## src/desout_params.svh

```systemverilog
// Constants for the deserializer output control block.
`ifndef DESOUT_PARAMS_SVH
`define DESOUT_PARAMS_SVH

`define DESOUT_WORD_W        10
`define DESOUT_SER_BITS      12
`define DESOUT_DATA_MSB      10
`define DESOUT_DATA_LSB      1
`define DESOUT_LOCK_NEED     4'h4
`define DESOUT_LOCK_DROP     4'h2
`define DESOUT_REF_MAX       16'h0040
`define DESOUT_REF_MIN       16'h0001

`define DESOUT_ADDR_CTRL     8'h00
`define DESOUT_ADDR_STATUS   8'h04
`define DESOUT_ADDR_IRQ_STAT 8'h08
`define DESOUT_ADDR_IRQ_MASK 8'h0C
`define DESOUT_ADDR_WORD     8'h10
`define DESOUT_ADDR_REFDIV   8'h14

`define DESOUT_CTRL_RESET    4'h0
`define DESOUT_MASK_RESET    3'h0
`define DESOUT_REFDIV_RESET  16'h0004

`define DESOUT_IRQ_LOCK      0
`define DESOUT_IRQ_UNLOCK    1
`define DESOUT_IRQ_WORD      2

`define DESOUT_RESP_OKAY     2'h0
`define DESOUT_RESP_SLVERR   2'h2

`endif

```

## src/desout_pkg.sv

```systemverilog
// Types for the deserializer output control block.
package desout_pkg;
  typedef logic [9:0] desout_word_t;
  typedef enum logic [1:0] {
    DESOUT_SLEEP    = 2'b00,
    DESOUT_HUNT     = 2'b01,
    DESOUT_LOCKED   = 2'b10
  } desout_state_t;
endpackage : desout_pkg

```

## src/desout_ref_tick.sv

```systemverilog
// Reference tick generator that divides aclk to set the recovery bit rate.
`timescale 1ns/1ps
`include "desout_params.svh"
module desout_ref_tick (
  // Clock and reset
  input  wire logic        aclk,
  input  wire logic        aresetn,
  // Control
  input  wire logic        run,
  input  wire logic [15:0] divide,
  // Tick
  output logic             tick
);
  logic [15:0] cnt_q;

  always_ff @(posedge aclk) begin
    if (!aresetn || !run) begin
      cnt_q <= 16'h0000;
      tick  <= 1'b0;
    end else if (cnt_q + 16'h0001 >= divide) begin
      cnt_q <= 16'h0000;
      tick  <= 1'b1;
    end else begin
      cnt_q <= cnt_q + 16'h0001;
      tick  <= 1'b0;
    end
  end
endmodule : desout_ref_tick

```

## src/desout_top.sv

```systemverilog
// Deserializer output control: lock, recovered clock, word output and enables.
//
// Decided for this implementation: the AXI4-Lite register port and the register addresses.
`timescale 1ns/1ps
`include "desout_params.svh"
// Functional notes
// - The edge select picks the recovered clock edge that strobes the word, high rising.
// - Power-down low stops the recovery loop and floats word, clock and lock outputs.
// - The active-low lock indicator goes low once locked and stays high otherwise.
// - A recovered clock runs at word rate and each word is timed to it.
// - Output enable low floats the word and clock while lock stays driven.
// - A driven lock indicator always shows the present lock state.
// - The recovered clock toggles only while locked.
// - While not locked, word and clock float even with both enables high.
// - The aclk tick divided by the REFDIV register sets the loop rate; the reference clock pin is only sampled into status.
module desout_top
  import desout_pkg::*;
(
  // Clock and reset
  input  wire logic                  aclk,
  input  wire logic                  aresetn,
  // Serial link and pins
  input  wire logic                  serial_in_pos,
  input  wire logic                  serial_in_neg,
  input  wire logic                  pll_reference_clock,
  input  wire logic                  power_down_n,
  input  wire logic                  output_enable,
  input  wire logic                  recovered_clock_edge_select,
  // Parallel side
  output desout_pkg::desout_word_t   parallel_word_out,
  output logic                       parallel_word_oe,
  output logic                       recovered_clock,
  output logic                       recovered_clock_oe,
  output logic                       lock_n,
  output logic                       lock_n_oe,
  // AXI4-Lite write
  input  wire logic [7:0]            s_axi_awaddr,
  input  wire logic                  s_axi_awvalid,
  output logic                       s_axi_awready,
  input  wire logic [31:0]           s_axi_wdata,
  input  wire logic [3:0]            s_axi_wstrb,
  input  wire logic                  s_axi_wvalid,
  output logic                       s_axi_wready,
  output logic [1:0]                 s_axi_bresp,
  output logic                       s_axi_bvalid,
  input  wire logic                  s_axi_bready,
  // AXI4-Lite read
  input  wire logic [7:0]            s_axi_araddr,
  input  wire logic                  s_axi_arvalid,
  output logic                       s_axi_arready,
  output logic [31:0]                s_axi_rdata,
  output logic [1:0]                 s_axi_rresp,
  output logic                       s_axi_rvalid,
  input  wire logic                  s_axi_rready,
  // Interrupt
  output logic                       irq
);
  import desout_pkg::*;

  // ************************************************************
  // Declarations
  // ************************************************************
  desout_state_t state_q;
  logic [3:0]    ctrl_q;
  logic [2:0]    mask_q;
  logic [2:0]    stat_q;
  logic [15:0]   refdiv_q;
  logic          bit_tick;
  logic          ref_q;
  logic [11:0]   shift_q;
  logic [3:0]    bitcnt_q;
  logic [3:0]    good_q;
  logic [3:0]    bad_q;
  desout_word_t  word_q;
  logic          word_ev;
  logic          rclk_q;
  logic          rclk_phase_q;
  logic [7:0]    awaddr_q;
  logic [31:0]   wdata_q;
  logic [3:0]    wstrb_q;
  logic          aw_have_q;
  logic          w_have_q;
  logic          rd_stat_clr;
  logic          locked;
  logic          powered;
  logic          sym_ok;
  logic          ev_lock;
  logic          ev_unlock;
  logic          sw_pd;
  logic          sw_oe_off;
  logic [31:0]   ctrl_wr;
  logic [31:0]   mask_wr;
  logic [31:0]   refdiv_wr;

  // Byte-lane write merge, used by every writable register.
  function automatic logic [31:0] merge(input logic [31:0] old, input logic [31:0] nw,
                                        input logic [3:0] strb);
    logic [31:0] r;
    r = old;
    for (int i = 0; i < 4; i++) begin
      if (strb[i]) begin
        r[i*8 +: 8] = nw[i*8 +: 8];
      end
    end
    return r;
  endfunction : merge

  // ************************************************************
  // Power and enables
  // ************************************************************
  // Software may force sleep or float outputs on top of the pins.
  assign sw_pd     = ctrl_q[0];
  assign sw_oe_off = ctrl_q[1];
  assign powered   = power_down_n && !sw_pd;
  assign locked    = (state_q == DESOUT_LOCKED);

  // ************************************************************
  // Reference tick and serial sampling
  // ************************************************************
  // The reference tick paces the bit sampler, so the loop runs at its rate.
  desout_ref_tick u_ref_tick (
    .aclk    (aclk),
    .aresetn (aresetn),
    .run     (powered),
    .divide  (refdiv_q),
    .tick    (bit_tick)
  );

  always_ff @(posedge aclk) begin
    if (!aresetn) begin
      ref_q <= 1'b0;
    end else begin
      ref_q <= pll_reference_clock;
    end
  end

  // A symbol is 12 bits: start bit high, ten data bits, stop bit low.
  assign sym_ok = shift_q[11] && !shift_q[0];

  always_ff @(posedge aclk) begin
    if (!aresetn || !powered) begin
      shift_q  <= 12'h000;
      bitcnt_q <= 4'h0;
    end else if (bit_tick) begin
      shift_q  <= {shift_q[10:0], serial_in_pos & ~serial_in_neg};
      // While hunting, a badly framed symbol end holds the count, so the next tick checks
      // the alignment one bit later. Any rising transition can frame, so the far end must
      // send words with a single rising transition until lock, or lock may be false.
      if (bitcnt_q == 4'(`DESOUT_SER_BITS - 1)) begin
        bitcnt_q <= (state_q == DESOUT_HUNT && !sym_ok) ? bitcnt_q : 4'h0;
      end else begin
        bitcnt_q <= bitcnt_q + 4'h1;
      end
    end
  end

  // ************************************************************
  // Lock state machine
  // ************************************************************
  // Lock needs several good embedded edges; a few bad ones drop it.
  always_ff @(posedge aclk) begin
    if (!aresetn || !powered) begin
      state_q <= DESOUT_SLEEP;
      good_q  <= 4'h0;
      bad_q   <= 4'h0;
    end else if (bit_tick && bitcnt_q == 4'(`DESOUT_SER_BITS - 1)) begin
      case (state_q)
        DESOUT_SLEEP: begin
          state_q <= DESOUT_HUNT;
        end
        DESOUT_HUNT: begin
          if (!sym_ok) begin
            good_q <= 4'h0;
          end else if (good_q + 4'h1 >= `DESOUT_LOCK_NEED) begin
            state_q <= DESOUT_LOCKED;
            bad_q   <= 4'h0;
          end else begin
            good_q <= good_q + 4'h1;
          end
        end
        DESOUT_LOCKED: begin
          if (sym_ok) begin
            bad_q <= 4'h0;
          end else if (bad_q + 4'h1 >= `DESOUT_LOCK_DROP) begin
            state_q <= DESOUT_HUNT;
            good_q  <= 4'h0;
          end else begin
            bad_q <= bad_q + 4'h1;
          end
        end
        default: begin
          state_q <= DESOUT_SLEEP;
        end
      endcase
    end else if (state_q == DESOUT_SLEEP) begin
      state_q <= DESOUT_HUNT;
    end
  end

  assign ev_lock   = bit_tick && bitcnt_q == 4'(`DESOUT_SER_BITS - 1) &&
                     state_q == DESOUT_HUNT && sym_ok && good_q + 4'h1 >= `DESOUT_LOCK_NEED;
  assign ev_unlock = bit_tick && bitcnt_q == 4'(`DESOUT_SER_BITS - 1) &&
                     state_q == DESOUT_LOCKED && !sym_ok && bad_q + 4'h1 >= `DESOUT_LOCK_DROP;

  // ************************************************************
  // Word capture and recovered clock
  // ************************************************************
  // One word per symbol while locked.
  assign word_ev = locked && bit_tick && bitcnt_q == 4'(`DESOUT_SER_BITS - 1) && sym_ok;

  always_ff @(posedge aclk) begin
    if (!aresetn) begin
      word_q <= 10'h000;
    end else if (word_ev) begin
      word_q <= shift_q[`DESOUT_DATA_MSB:`DESOUT_DATA_LSB];
    end
  end

  // The clock has one period per word; its strobing edge is set by the select pin,
  // so the word changes on the opposite edge and is stable at the strobing edge.
  always_ff @(posedge aclk) begin
    if (!aresetn || !locked) begin
      rclk_phase_q <= 1'b0;
    end else if (bit_tick && bitcnt_q == 4'(`DESOUT_SER_BITS / 2 - 1)) begin
      rclk_phase_q <= 1'b1;
    end else if (word_ev) begin
      rclk_phase_q <= 1'b0;
    end
  end

  always_ff @(posedge aclk) begin
    if (!aresetn || !locked) begin
      rclk_q <= 1'b0;
    end else begin
      rclk_q <= rclk_phase_q ^ ~recovered_clock_edge_select;
    end
  end

  always_ff @(posedge aclk) begin
    if (!aresetn) begin
      parallel_word_out <= 10'h000;
    end else begin
      parallel_word_out <= word_q;
    end
  end

  assign recovered_clock = rclk_q;
  // Drivers: lock floats only in sleep; word and clock need power, enable and lock.
  assign parallel_word_oe   = powered && output_enable && !sw_oe_off && locked;
  assign recovered_clock_oe = parallel_word_oe;
  assign lock_n_oe          = powered;
  assign lock_n             = !locked;

  // ************************************************************
  // Interrupt status
  // ************************************************************
  // Set wins over the read clear so no event is lost.
  always_ff @(posedge aclk) begin
    if (!aresetn) begin
      stat_q <= 3'h0;
    end else begin
      stat_q <= (rd_stat_clr ? 3'h0 : stat_q) | {word_ev, ev_unlock, ev_lock};
    end
  end

  assign irq = |(stat_q & mask_q);

  // ************************************************************
  // AXI4-Lite write
  // ************************************************************
  assign s_axi_awready = !aw_have_q && !s_axi_bvalid;
  assign s_axi_wready  = !w_have_q && !s_axi_bvalid;

  always_ff @(posedge aclk) begin
    if (!aresetn) begin
      aw_have_q <= 1'b0;
      w_have_q  <= 1'b0;
      awaddr_q  <= 8'h00;
      wdata_q   <= 32'h0000_0000;
      wstrb_q   <= 4'h0;
    end else if (aw_have_q && w_have_q) begin
      aw_have_q <= 1'b0;
      w_have_q  <= 1'b0;
    end else begin
      if (s_axi_awvalid && s_axi_awready) begin
        aw_have_q <= 1'b1;
        awaddr_q  <= s_axi_awaddr;
      end
      if (s_axi_wvalid && s_axi_wready) begin
        w_have_q <= 1'b1;
        wdata_q  <= s_axi_wdata;
        wstrb_q  <= s_axi_wstrb;
      end
    end
  end

  always_ff @(posedge aclk) begin
    if (!aresetn) begin
      s_axi_bvalid <= 1'b0;
      s_axi_bresp  <= `DESOUT_RESP_OKAY;
    end else if (aw_have_q && w_have_q) begin
      s_axi_bvalid <= 1'b1;
      case ({awaddr_q[7:2], 2'b00})
        `DESOUT_ADDR_CTRL, `DESOUT_ADDR_IRQ_MASK, `DESOUT_ADDR_REFDIV: begin
          s_axi_bresp <= `DESOUT_RESP_OKAY;
        end
        default: begin
          s_axi_bresp <= `DESOUT_RESP_SLVERR;
        end
      endcase
    end else if (s_axi_bready) begin
      s_axi_bvalid <= 1'b0;
    end
  end

  assign ctrl_wr   = merge({28'h0, ctrl_q}, wdata_q, wstrb_q);
  assign mask_wr   = merge({29'h0, mask_q}, wdata_q, wstrb_q);
  assign refdiv_wr = merge({16'h0, refdiv_q}, wdata_q, wstrb_q);

  always_ff @(posedge aclk) begin
    if (!aresetn) begin
      ctrl_q   <= `DESOUT_CTRL_RESET;
      mask_q   <= `DESOUT_MASK_RESET;
      refdiv_q <= `DESOUT_REFDIV_RESET;
    end else if (aw_have_q && w_have_q) begin
      case ({awaddr_q[7:2], 2'b00})
        `DESOUT_ADDR_CTRL: begin
          ctrl_q <= ctrl_wr[3:0];
        end
        `DESOUT_ADDR_IRQ_MASK: begin
          mask_q <= mask_wr[2:0];
        end
        `DESOUT_ADDR_REFDIV: begin
          refdiv_q <= refdiv_wr[15:0];
        end
        default: begin
        end
      endcase
    end
  end

  // ************************************************************
  // AXI4-Lite read
  // ************************************************************
  assign s_axi_arready = !s_axi_rvalid;
  assign rd_stat_clr   = s_axi_arvalid && s_axi_arready &&
                         {s_axi_araddr[7:2], 2'b00} == `DESOUT_ADDR_IRQ_STAT;

  always_ff @(posedge aclk) begin
    if (!aresetn) begin
      s_axi_rvalid <= 1'b0;
      s_axi_rdata  <= 32'h0000_0000;
      s_axi_rresp  <= `DESOUT_RESP_OKAY;
    end else if (s_axi_arvalid && s_axi_arready) begin
      s_axi_rvalid <= 1'b1;
      s_axi_rresp  <= `DESOUT_RESP_OKAY;
      case ({s_axi_araddr[7:2], 2'b00})
        `DESOUT_ADDR_CTRL:     s_axi_rdata <= {28'h0, ctrl_q};
        `DESOUT_ADDR_STATUS:   s_axi_rdata <= {26'h0, ref_q, power_down_n, powered,
                                               parallel_word_oe, state_q};
        `DESOUT_ADDR_IRQ_STAT: s_axi_rdata <= {29'h0, stat_q};
        `DESOUT_ADDR_IRQ_MASK: s_axi_rdata <= {29'h0, mask_q};
        `DESOUT_ADDR_WORD:     s_axi_rdata <= {22'h0, word_q};
        `DESOUT_ADDR_REFDIV:   s_axi_rdata <= {16'h0, refdiv_q};
        default: begin
          s_axi_rdata <= 32'h0000_0000;
          s_axi_rresp <= `DESOUT_RESP_SLVERR;
        end
      endcase
    end else if (s_axi_rready) begin
      s_axi_rvalid <= 1'b0;
    end
  end
endmodule : desout_top

```

## config.mk

```make
export PLATFORM = sky130hd
export DESIGN_NAME = desout_top
export DESIGN_NICKNAME = d
export VERILOG_FILES = /design/src/desout_pkg.sv /design/src/desout_ref_tick.sv /design/src/desout_top.sv
export VERILOG_INCLUDE_DIRS = /design/src
export SDC_FILE = /design/constraint.sdc
export NUM_CORES = 1
export LEC_CHECK = 0
export BUFFER_PORTS_ARGS = -buffer_cell sky130_fd_sc_hd__buf_2
export CAP_MARGIN = 10
export CORE_UTILIZATION = 55
export DETAILED_ROUTE_END_ITERATION = 16
export GPL_ROUTABILITY_DRIVEN = 0
export PLACE_DENSITY = 0.9
export SETUP_SLACK_MARGIN = 0.02
export SYNTH_ARGS = -nofsm -noshare
export SYNTH_HDL_FRONTEND = slang
export SYNTH_SLANG_ARGS = --single-unit
```

## constraint.sdc

```tcl
create_clock -name aclk -period 4.5 [get_ports aclk]
set_input_delay 0.9 -clock aclk [delete_from_list [all_inputs] [get_ports aclk]]
set_output_delay 0.9 -clock aclk [all_outputs]
set_load 0.1 [all_outputs]
```

==> results of run 1 <==
-- metrics by stage --
step                      cell area (µm²)  std cells  setup slack, ps  total power, mW  hold WS, ps
final                                7150        913              895             2.86          450
after global routing                 7150        913              689             2.93          460
after global placement               6570        881             1300             1.53          440
after CTS                            7140        912             1000             2.86          449
after detailed placement             6570        881             1110             1.54          441
after floorplan                      6260        712              250             1.50          436
-- Yosys cell counts (2+ instances only) --
cell and n:
nand2_1 78, o22ai_1 2, a2bb2oi_1 4, nand3_1 20, buf_1 4, nor3_1 11, xor2_1 9, nor3b_1 5
o21ai_0 9, nor2b_1 21, o41ai_1 2, dfxtp_1 138, a32o_1 3, a22oi_1 10, and3_1 11, a2111oi_0 2
a222oi_1 2, o211ai_1 2, nand4_1 8, nor2_1 82, buf_2 4, or4b_1 2, xnor2_1 8, a21o_1 2
nor4_4 2, ha_1 26, nand2b_1 6, buf_4 19, a221oi_1 5, a21oi_1 46, clkbuf_1 25, mux2_2 5
and2_1 14, nor4b_1 2, o2bb2ai_1 2, mux2i_1 52, inv_1 31
-- routing by layer --
| layer | wire length, µm | part of all wire | track usage |
|---|---|---|---|
| met2 | 7460 | 0.49 | 0.445 |
| met3 | 958 | 0.063 | 0.0609 |
| met4 | 663 | 0.044 | 0.160 |
| met1 | 6150 | 0.40 | 0.312 |
| met5 | 0 | 0 | 0 |
-- worst paths after layout --
path,end,slack [ps],depth (start not counted)
worst max-delay path,u_ref_tick.cnt_q[5]$_SDFF_PP0_,890,10
worst min-delay path,s_axi_rdata[12]$_SDFFE_PN0P_,450,2
worst max register to register,u_ref_tick.cnt_q[5]$_SDFF_PP0_,890,10
worst min register to register,s_axi_rdata[12]$_SDFFE_PN0P_,450,2
-- final cells by class --
class / instances / area (µm²)
Fill cell: 788 / 3790
Multi-Input combinational cell: 490 / 3100
Sequential cell: 138 / 2760
Clock buffer: 20 / 447
Timing Repair Buffer: 83 / 420
Tap cell: 140 / 175
Clock inverter: 11 / 124
Inverter: 31 / 116
-- where the power goes --
group	internal, mW	switching (mW)
combinational	0.0478	0.202
clock	0.825	0.519
sequential	1.24	0.0210
total	2.12	0.742
-- flip-flops by register name (all words and copies together) (netlist names), 2 cells and up --
signal and count:
good_q 4, wstrb_q 2, state_q 2, u_ref_tick.cnt_q 16
refdiv_q 16, parallel_word_out 10, awaddr_q 6, stat_q 3
bad_q 4, word_q 10, s_axi_rdata 16, bitcnt_q 4
mask_q 3, ctrl_q 4, shift_q 12, wdata_q 16
-- tightest hold or removal path, delay by kind of cell, from the launching register on --
family / cells / cell delay (ps)
DFF: 1 / 300
and+or+nand+nor: 1 / 50
AOI/OAI and AO/OA: 1 / 50
-- cells in the final DEF, fill, tap and decap left out, types with 3 or more instances in the layout --
cell type / instances
dfxtp_1: 138
nor2_1: 82
buf_2: 81
nand2_1: 78
mux2i_1: 52
a21oi_1: 46
inv_1: 30
ha_1: 26
nor2b_1: 21
nand3_1: 20
conb_1: 18
clkbuf_16: 17
and2_1: 14
and3_1: 11
nor3_1: 11
a22oi_1: 10
o21ai_0: 9
xor2_1: 9
nand4_1: 8
xnor2_1: 8
nand2b_1: 6
mux2_2: 5
a221oi_1: 5
nor3b_1: 5
a2bb2oi_1: 4
a32o_1: 3
clkinv_2: 3
clkinv_4: 3
clkinvlp_4: 3
-- kinds of logic after synthesis --
group	count (synthesis)	share of synthesized area
compound gates	104	0.111
xor+xnor	17	0.0240
fa+ha+maj	26	0.0525
buf+inv	84	0.0644
flops	138	0.446
mux	57	0.0930
other cells	1	0.000605
simple gates	268	0.209
==> out/results.ini, run 1 <==
[clock_network]
cts_max_level = 4
cts_tree = done
cts_resized = 0
worst_skew_pair.late_latency_ps = 420
cts_buffer_depth = 2
cts_root_buffer = clkbuf_16
clk_pin_slew_ps = 50
postCtsSetupBuffers = 0
ctsHoldBuffers = 0
cts.sinks = 138
cts_buffers = 17

[final_layout]
drive_above_1_share = 0.158
syn2layout_area_growth_pct = 15.3
final_util = 0.654
diodes = 0
nets = 852

[route]
ant_nets = 0
routed_wl_mm = 15.2
first_pass_iters = 5
remaining_drc_errors = 0
wl_per_cell_um = 16.7
vias = 5366
vias_per_cell = 5.88
drt_iter0_drc = 526

[yosys]
synth-async-reset-ratio = 0
postSynthAreaPerCell_um2 = 8.92
synthTopCellsByArea = dfxtp_1 (45%), mux2i_1 (8.4%), ha_1 (5.2%), nor2_1 (5.0%), nand2_1 (4.7%)
synth_cells = 695
synth_cell_types = 58
yosysTopAreaCellShare = 0.446
ys.warnings.count = 0
synth-edff-count = 0
synth_ff_type = dfxtp_1
yosysTopAreaCell = dfxtp_1
synth-seq-area-share = 0.446
syn_area_mm2 = 0.00620
yosys_register_bits = 138

[grt]
grt_pass1_vias = 5056
grt_max_degree = 39
overflow = 0
grt_util_all_layers = 0.267
grt_pass1_wl_mm = 24.2
antenna_found_initial = 0

[die]
io_pins = 122
placementRows = 38
coreArea_mm2 = 0.0109
die_h_um = 108
start_util = 0.567
fp.dieW_um = 108
die-area_mm2 = 0.0117

[setup_path]
worstPathMaxFanout = 16
end_kind = flip-flop
crit_chain = nand4_1 > nor3_1 > and3_1 > xor2_1 > ha_1 > nand2_1 > o21ai_0 > a221oi_1 > nand4_1 > nor2b_1
path_delay_family = simple AND/OR/NAND/NOR gates
crit_type = reg2reg
startpoint = u_ref_tick.cnt_q[6]$_SDFF_PP0_
crit_buf_inv = 0
slowest_delay_ps = 700
rr_startpoint = u_ref_tick.cnt_q[6]$_SDFF_PP0_
cp.arrival_ps = 3930
crit_path_frequent_cell = nand4_1
cp-start-kind = flip-flop
critPathRequiredTime_ps = 4830
slowest_stage = nand4_1

[hold_path]
hp-start = s_axi_rdata[12]$_SDFFE_PN0P_
min_path_type = reg2reg

[placed_design]
numPortBuffers = 81
hpwl_mm = 9.64

[timing]
clock_skew_ps = 7.79
maxSlewViolCount = 0
period_needed_ps = 3610
slew_headroom = 0.343
finalCritPeriodShare = 0.801
max_slew.worst_pin.slew_ps = 984
setup_viol = 0
fmaxAchievable_mhz = 277
final_hold_viol_count = 0
rsz0062_at_grt = false
tns_ps = 0

[power_and_ir_drop]
leakagePower_nw = 2.92
power_density_mw_per_mm2 = 400
peakVddDrop_mv = 0.405

[flow_run]
drv_cap = 0

[status]
outcome = finished, final reports clean

(Power assumes the default switching activity.)
==> inputs of run 2 (changes only) <==
--- a/config.mk
+++ b/config.mk
@@ -6,6 +6,7 @@
 export SDC_FILE = /design/constraint.sdc
 export NUM_CORES = 1
 export LEC_CHECK = 0
+export ABC_AREA = 1
 export BUFFER_PORTS_ARGS = -buffer_cell sky130_fd_sc_hd__buf_2
 export CAP_MARGIN = 10
 export CORE_UTILIZATION = 55
==> constraint.sdc (replaced) <==
create_clock -name aclk -period 3.63 [get_ports aclk]
set_input_delay 0.726 -clock aclk [delete_from_list [all_inputs] [get_ports aclk]]
set_output_delay 0.726 -clock aclk [all_outputs]
set_load 0.1 [all_outputs]
==> run 2 against run 1 <==
Synthesized area up 0.36%. Maximum frequency increased by 19%. First-iteration DRC count is 23% higher. Final area increased by 0.38%. Critical path depth is 3 higher. Final cell count increased by 17%. Worst setup slack lost 280 ps. Total power is 26% higher. Count of clock-buffer cells in the layout shrank 2. Clock skew increased by 0.94 ps. Wire length rose by 0.13%.
==> out/results.ini, run 2 <==
[power_and_ir_drop]
leakagePower_nw = 3.21
peakVddDrop_mv = 0.306
intPower_mw = 2.53
power_frac_clock = 0.454
p_switching_mw = 1.07
combPwrFrac = 0.107
total_power_mw = 3.60
power_density_mw_per_mm2 = 502
seqPwrFrac = 0.440
switching_share = 0.298

[final_layout]
nets = 1010
diodes = 0
most-common-layout-cells = nand2_1 (146), dfxtp_1 (138), nor2_1 (127), inv_1 (104), buf_2 (81)
final_cells = 1072
layout_commonest_cell = nand2_1
syn2layout_area_growth_pct = 15.3
drive_above_1_share = 0.150

[placed_design]
hpwl_mm = 9.84
numPortBuffers = 81
dp.cells = 1040

[clock_network]
ctsHoldBuffers = 0
worst_skew_pair.late_latency_ps = 430
cts.sinks = 138
cts_buffer_depth = 2
cts_max_level = 4
postCtsSetupBuffers = 0
cts_tree = done
cts_buffers = 17
clk_pin_slew_ps = 60
cts_root_buffer = clkbuf_16
cts_resized = 0

[die]
coreArea_mm2 = 0.0109
die_h_um = 108
start_util = 0.569
fp.dieW_um = 108
io_pins = 122
placementRows = 38
die-area_mm2 = 0.0117

[route]
routed_wl_mm = 15.2
remaining_drc_errors = 0
drt_iter0_drc = 647
wl_per_cell_um = 14.2
ant_nets = 0
vias = 5862
first_pass_iters = 9
vias_per_cell = 5.47

[timing]
holdWs_ps = 424
slew_headroom = 0.450
max_slew.worst_pin.slew_ps = 822
period_needed_ps = 3020
maxSlewViolCount = 0
finalCritPeriodShare = 0.831
tns_ps = 0
fmaxAchievable_mhz = 331
clock_skew_ps = 8.73
final_hold_viol_count = 0
rsz0062_at_grt = false
setup_viol = 0

[yosys]
ys.warnings.count = 0
yosysTopAreaCell = dfxtp_1
synth-seq-area-share = 0.444
syn_area_mm2 = 0.00622
synth-edff-count = 0
synth_ff_type = dfxtp_1
yosys_register_bits = 138
synth-async-reset-ratio = 0
postSynthAreaPerCell_um2 = 7.37
synth_cells = 844
synthTopCellsByArea = dfxtp_1 (44%), nand2_1 (8.8%), nor2_1 (7.7%), inv_1 (6.3%), a21oi_1 (6.0%)
synth_most_common_cell = nand2_1
ys_top_cells_by_count = nand2_1 (146), dfxtp_1 (138), nor2_1 (127)
synth_cell_types = 36
yosysTopAreaCellShare = 0.444

[setup_path]
critPathRequiredTime_ps = 3960
slowest_delay_ps = 430
crit_type = reg2reg
crit_chain = nand3_2 > nor2_2 > nand4_1 > nor2_2 > nand3_1 > nand2_1 > inv_1 > ha_1 > a21oi_1 > o21ai_0 > a21oi_1 > nand4_2 > nor2_1
worstPathMaxFanout = 16
cp.arrival_ps = 3350
slowest_stage = nand4_2
crit_buf_inv = 1
path_delay_family = simple AND/OR/NAND/NOR gates
cp-start-kind = flip-flop
end_kind = flip-flop

[grt]
grt_max_degree = 74
antenna_found_initial = 0
grt_pass1_vias = 5273
grt_util_all_layers = 0.266
overflow = 0
grt_pass1_wl_mm = 24.2

[status]
outcome = finished, final reports clean

[flow_run]
drv_cap = 0

[hold_path]
min_path_type = reg2reg

## run 2: changes by cell type in the layout (fill, tap and decap cells not counted), sizes merged, moves of 8 or more
cell	change
a211oi	+9
a22oi	-10
nand2	+71
a21oi	+28
nand4	+8
nor2b	-21
o21ai	+63
inv	+87
mux2i	-52
nor2	+54
and3	-11
and2	-14
## run 2: power by group through the flow
stage          registers [mW]  clock network, mW  logic [mW]
6_report                 1.58               1.64       0.384
3_3_place_gp             1.62                  0       0.372
2_1_floorplan            1.68                  0       0.256
5_1_grt                  1.59               1.71       0.412
3_5_place_dp             1.62                  0       0.378
4_1_cts                  1.58               1.63       0.382
## run 2: worst paths after layout
check	from	depth (start not counted)	endpoint	slack (ps)
hold reg to reg	word_q[6]$_SDFFE_PN0P_	2	parallel_word_out[6]$_SDFF_PN0_	420
setup / recovery	u_ref_tick.cnt_q[0]$_SDFF_PP0_	13	u_ref_tick.cnt_q[3]$_SDFF_PP0_	610
hold / removal	word_q[6]$_SDFFE_PN0P_	2	parallel_word_out[6]$_SDFF_PN0_	420
setup reg to reg	u_ref_tick.cnt_q[0]$_SDFF_PP0_	13	u_ref_tick.cnt_q[3]$_SDFF_PP0_	610
## run 2: routing by layer
layer / vias up / GRT usage / part of all wire
met3: 53 / 0.0651 / 0.079
met5: - / 0 / 0
met1: 2663 / 0.319 / 0.41
li1: 2837 / - / -
met2: 309 / 0.450 / 0.47
met4: 0 / 0.120 / 0.036
## run 2: worst min-delay path: cells and delay by family (launching register included)
family        cells  cell delay, ps
flops             1             310
buf+inv           1              30
simple gates      1              50
## run 2: final cells by class
type | instances | area (µm²)
fill | 837 | 3760
multi-input combinational | 567 | 2840
sequential | 138 | 2760
clock buffer | 18 | 429
timing repair buffer | 84 | 428
inverter | 111 | 417
tap | 140 | 175
clock inverter | 14 | 128
## run 2: through the flow
step	util	cell area [µm²]	setup WS, ps
floorplan	-	6290	289
global placement	0.605	6620	902
detailed placement	0.605	6620	811
CTS	0.656	7180	695
global route	0.656	7180	391
finish	0.656	7180	613
## run 2: kinds of logic (layout without fill, tap and decap cells)
group                      count (synthesis)  after routing  synth area share
buffers and inverters                    156            227             0.111
and+or+nand+nor                          343            343             0.234
AOI/OAI and AO/OA                        169            169             0.144
DFF                                      138            138             0.444
adders and majority gates                 26             26            0.0523
xor gates and xnor gates                  11             11            0.0155
other                                      1             18          0.000603
==> inputs of run 3 (changes only) <==
--- a/config.mk
+++ b/config.mk
@@ -9,10 +9,10 @@
 export ABC_AREA = 1
 export BUFFER_PORTS_ARGS = -buffer_cell sky130_fd_sc_hd__buf_2
 export CAP_MARGIN = 10
-export CORE_UTILIZATION = 55
+export CORE_UTILIZATION = 50
 export DETAILED_ROUTE_END_ITERATION = 16
 export GPL_ROUTABILITY_DRIVEN = 0
-export PLACE_DENSITY = 0.9
+export PLACE_DENSITY = 0.86
 export SETUP_SLACK_MARGIN = 0.02
 export SYNTH_ARGS = -nofsm -noshare
 export SYNTH_HDL_FRONTEND = slang
==> constraint.sdc (replaced) <==
create_clock -name aclk -period 2.55 [get_ports aclk]
set_input_delay 0.51 -clock aclk [delete_from_list [all_inputs] [get_ports aclk]]
set_output_delay 0.51 -clock aclk [all_outputs]
set_load 0.1 [all_outputs]
==> run 3 against run 2 <==
The flow now finishes with violations (setup timing). Total power is 46% higher. Sequential power is 43% higher. Core utilization is 1.1 points lower. Sequential share of layout area is 2.8 points lower. Maximum frequency is 13% higher. Critical endpoint is now u_ref_tick.cnt_q[13]$_SDFF_PP0_. First-iteration DRC count is 6.6% lower. Flip-flop and latch count stayed put. Non-clock buffer count is 26 higher. Clock power is 48% higher. Largest cell class unchanged. Via count is 1.4% higher. Critical path depth is 1 higher.
==> out/results.ini, run 3 (same netlist as run 2, synthesis figures left out) <==
[status]
outcome = complete, but fails checks
violations = setup timing

[setup_path]
cp-start-kind = flip-flop
critPathRequiredTime_ps = 2870
slowest_delay_ps = 380
worstPathMaxFanout = 8
slowest_stage = dfxtp_4
cp.arrival_ps = 2990
end_kind = flip-flop
crit_chain = nand3_4 > nor2_4 > nand4_1 > nor2_4 > nand3_2 > nand2_2 > inv_2 > ha_4 > nand4_1 > nor3_4 > nand3_2 > nand4_4 > clkbuf_16 > nor2_1
crit_type = reg2reg

[power_and_ir_drop]
power_density_mw_per_mm2 = 676
total_power_mw = 5.26
peakVddDrop_mv = 0.490
leakagePower_nw = 3.39

[route]
routed_wl_mm = 16.7
drt_iter0_drc = 604
ant_nets = 0
first_pass_iters = 5
remaining_drc_errors = 0
wl_per_cell_um = 14.8
vias = 5944
vias_per_cell = 5.28

[grt]
overflow = 0
antenna_found_initial = 0
grt_pass1_wl_mm = 23.9
grt_util_all_layers = 0.237
grt_pass1_vias = 5209
grt_max_degree = 43

[die]
placementRows = 40
die_h_um = 114
fp.dieW_um = 114
start_util = 0.516
io_pins = 122
die-area_mm2 = 0.0129
coreArea_mm2 = 0.0121

[placed_design]
numPortBuffers = 81
dp.cells = 1088
hpwl_mm = 10.5

[timing]
slew_headroom = 0.611
setup_viol = 17
clock_skew_ps = 9.09
fin_ws_ps = -120
period_needed_ps = 2670
fmaxAchievable_mhz = 375
max_slew.worst_pin.slew_ps = 580
finalCritPeriodShare = 1.05
maxSlewViolCount = 0
holdWs_ps = 284
final_hold_viol_count = 0
rsz0062_at_grt = true

[final_layout]
layout_commonest_cell = nand2_1
most-common-layout-cells = nand2_1 (139), dfxtp_1 (132), nor2_1 (110), inv_1 (100), buf_2 (79)
nets = 1036
diodes = 0
n_fill_cell = 909
drive_above_1_share = 0.227
syn2layout_area_growth_pct = 25.1
final_cells = 1125

[clock_network]
worst_skew_pair.late_latency_ps = 420
cts_root_buffer = clkbuf_16
cts_buffer_depth = 2
clk_pin_slew_ps = 60
cts_tree = done
cts_buffers = 17
cts_max_level = 4
ctsHoldBuffers = 0
cts.sinks = 138

[hold_path]
min_path_type = in2reg

[flow_run]
drv_cap = 0

run 3: worst max-delay path, delay by kind of cell (launching register included):
kind | cells | cell delay [ps]
flops | 1 | 380
buf+inv | 2 | 240
fa+ha+maj | 1 | 270
simple gates | 11 | 1650
run 3: through the flow:
step | cell area, µm² | worst slack (ps) | TNS [ps] | utilization
6_report | 7780 | -120 | -1740 | 0.645
2_1_floorplan | 6300 | -8.15 | -8.15 | -
3_5_place_dp | 6830 | -91.6 | -1300 | 0.566
3_3_place_gp | 6830 | 18.2 | 0 | 0.566
5_1_grt | 7780 | -180 | -2800 | 0.645
4_1_cts | 7440 | 21.1 | 0 | 0.617
run 3: path summary, 6_finish.rpt:
kind	cells after the start	endpoint	slack [ps]	from
setup / recovery	14	u_ref_tick.cnt_q[13]$_SDFF_PP0_	-120	u_ref_tick.cnt_q[1]$_SDFF_PP0_
hold / removal	3	ref_q$_SDFF_PN0_	280	pll_reference_clock
setup reg to reg	14	u_ref_tick.cnt_q[13]$_SDFF_PP0_	-120	u_ref_tick.cnt_q[1]$_SDFF_PP0_
hold reg to reg	2	parallel_word_out[7]$_SDFF_PN0_	430	word_q[7]$_SDFFE_PN0P_
run 3: where the power goes:
| group | switching, mW | internal, mW | leakage (nW) | total [mW] |
|---|---|---|---|---|
| Clock | 0.895 | 1.53 | 0.282 | 2.43 |
| Sequential | 0.0467 | 2.22 | 1.12 | 2.26 |
| Combinational | 0.458 | 0.117 | 1.99 | 0.575 |
| Total | 1.40 | 3.86 | 3.39 | 5.26 |
run 3: timing repair:
action | 4_1_cts | 5_1_grt
endpoints found under the hold margin | 0 | 0
endpoints found under the setup margin | 17 | 19
resized for setup | 4 | 68
setup buffers | 2 | 3
pin swaps | 4 | 21
cloned | 0 | 1
run 3: layer usage:
metal / vias up / part of all wire / global-route usage
li1: 2876 / - / -
met1: 2734 / 0.42 / 0.295
met2: 277 / 0.48 / 0.390
met3: 57 / 0.075 / 0.0584
met4: 0 / 0.025 / 0.103
met5: - / 0 / 0
run 3: layout make-up:
type	count	area (µm²)	share of cell area
multi-input cells	567	3130	0.402
flip-flops and latches	138	2780	0.357
repair buffers	110	666	0.0855
clock buffers	24	492	0.0632
inverters	111	420	0.0540
well taps	168	210	0.0270
clock inverters	7	90.1	0.0116
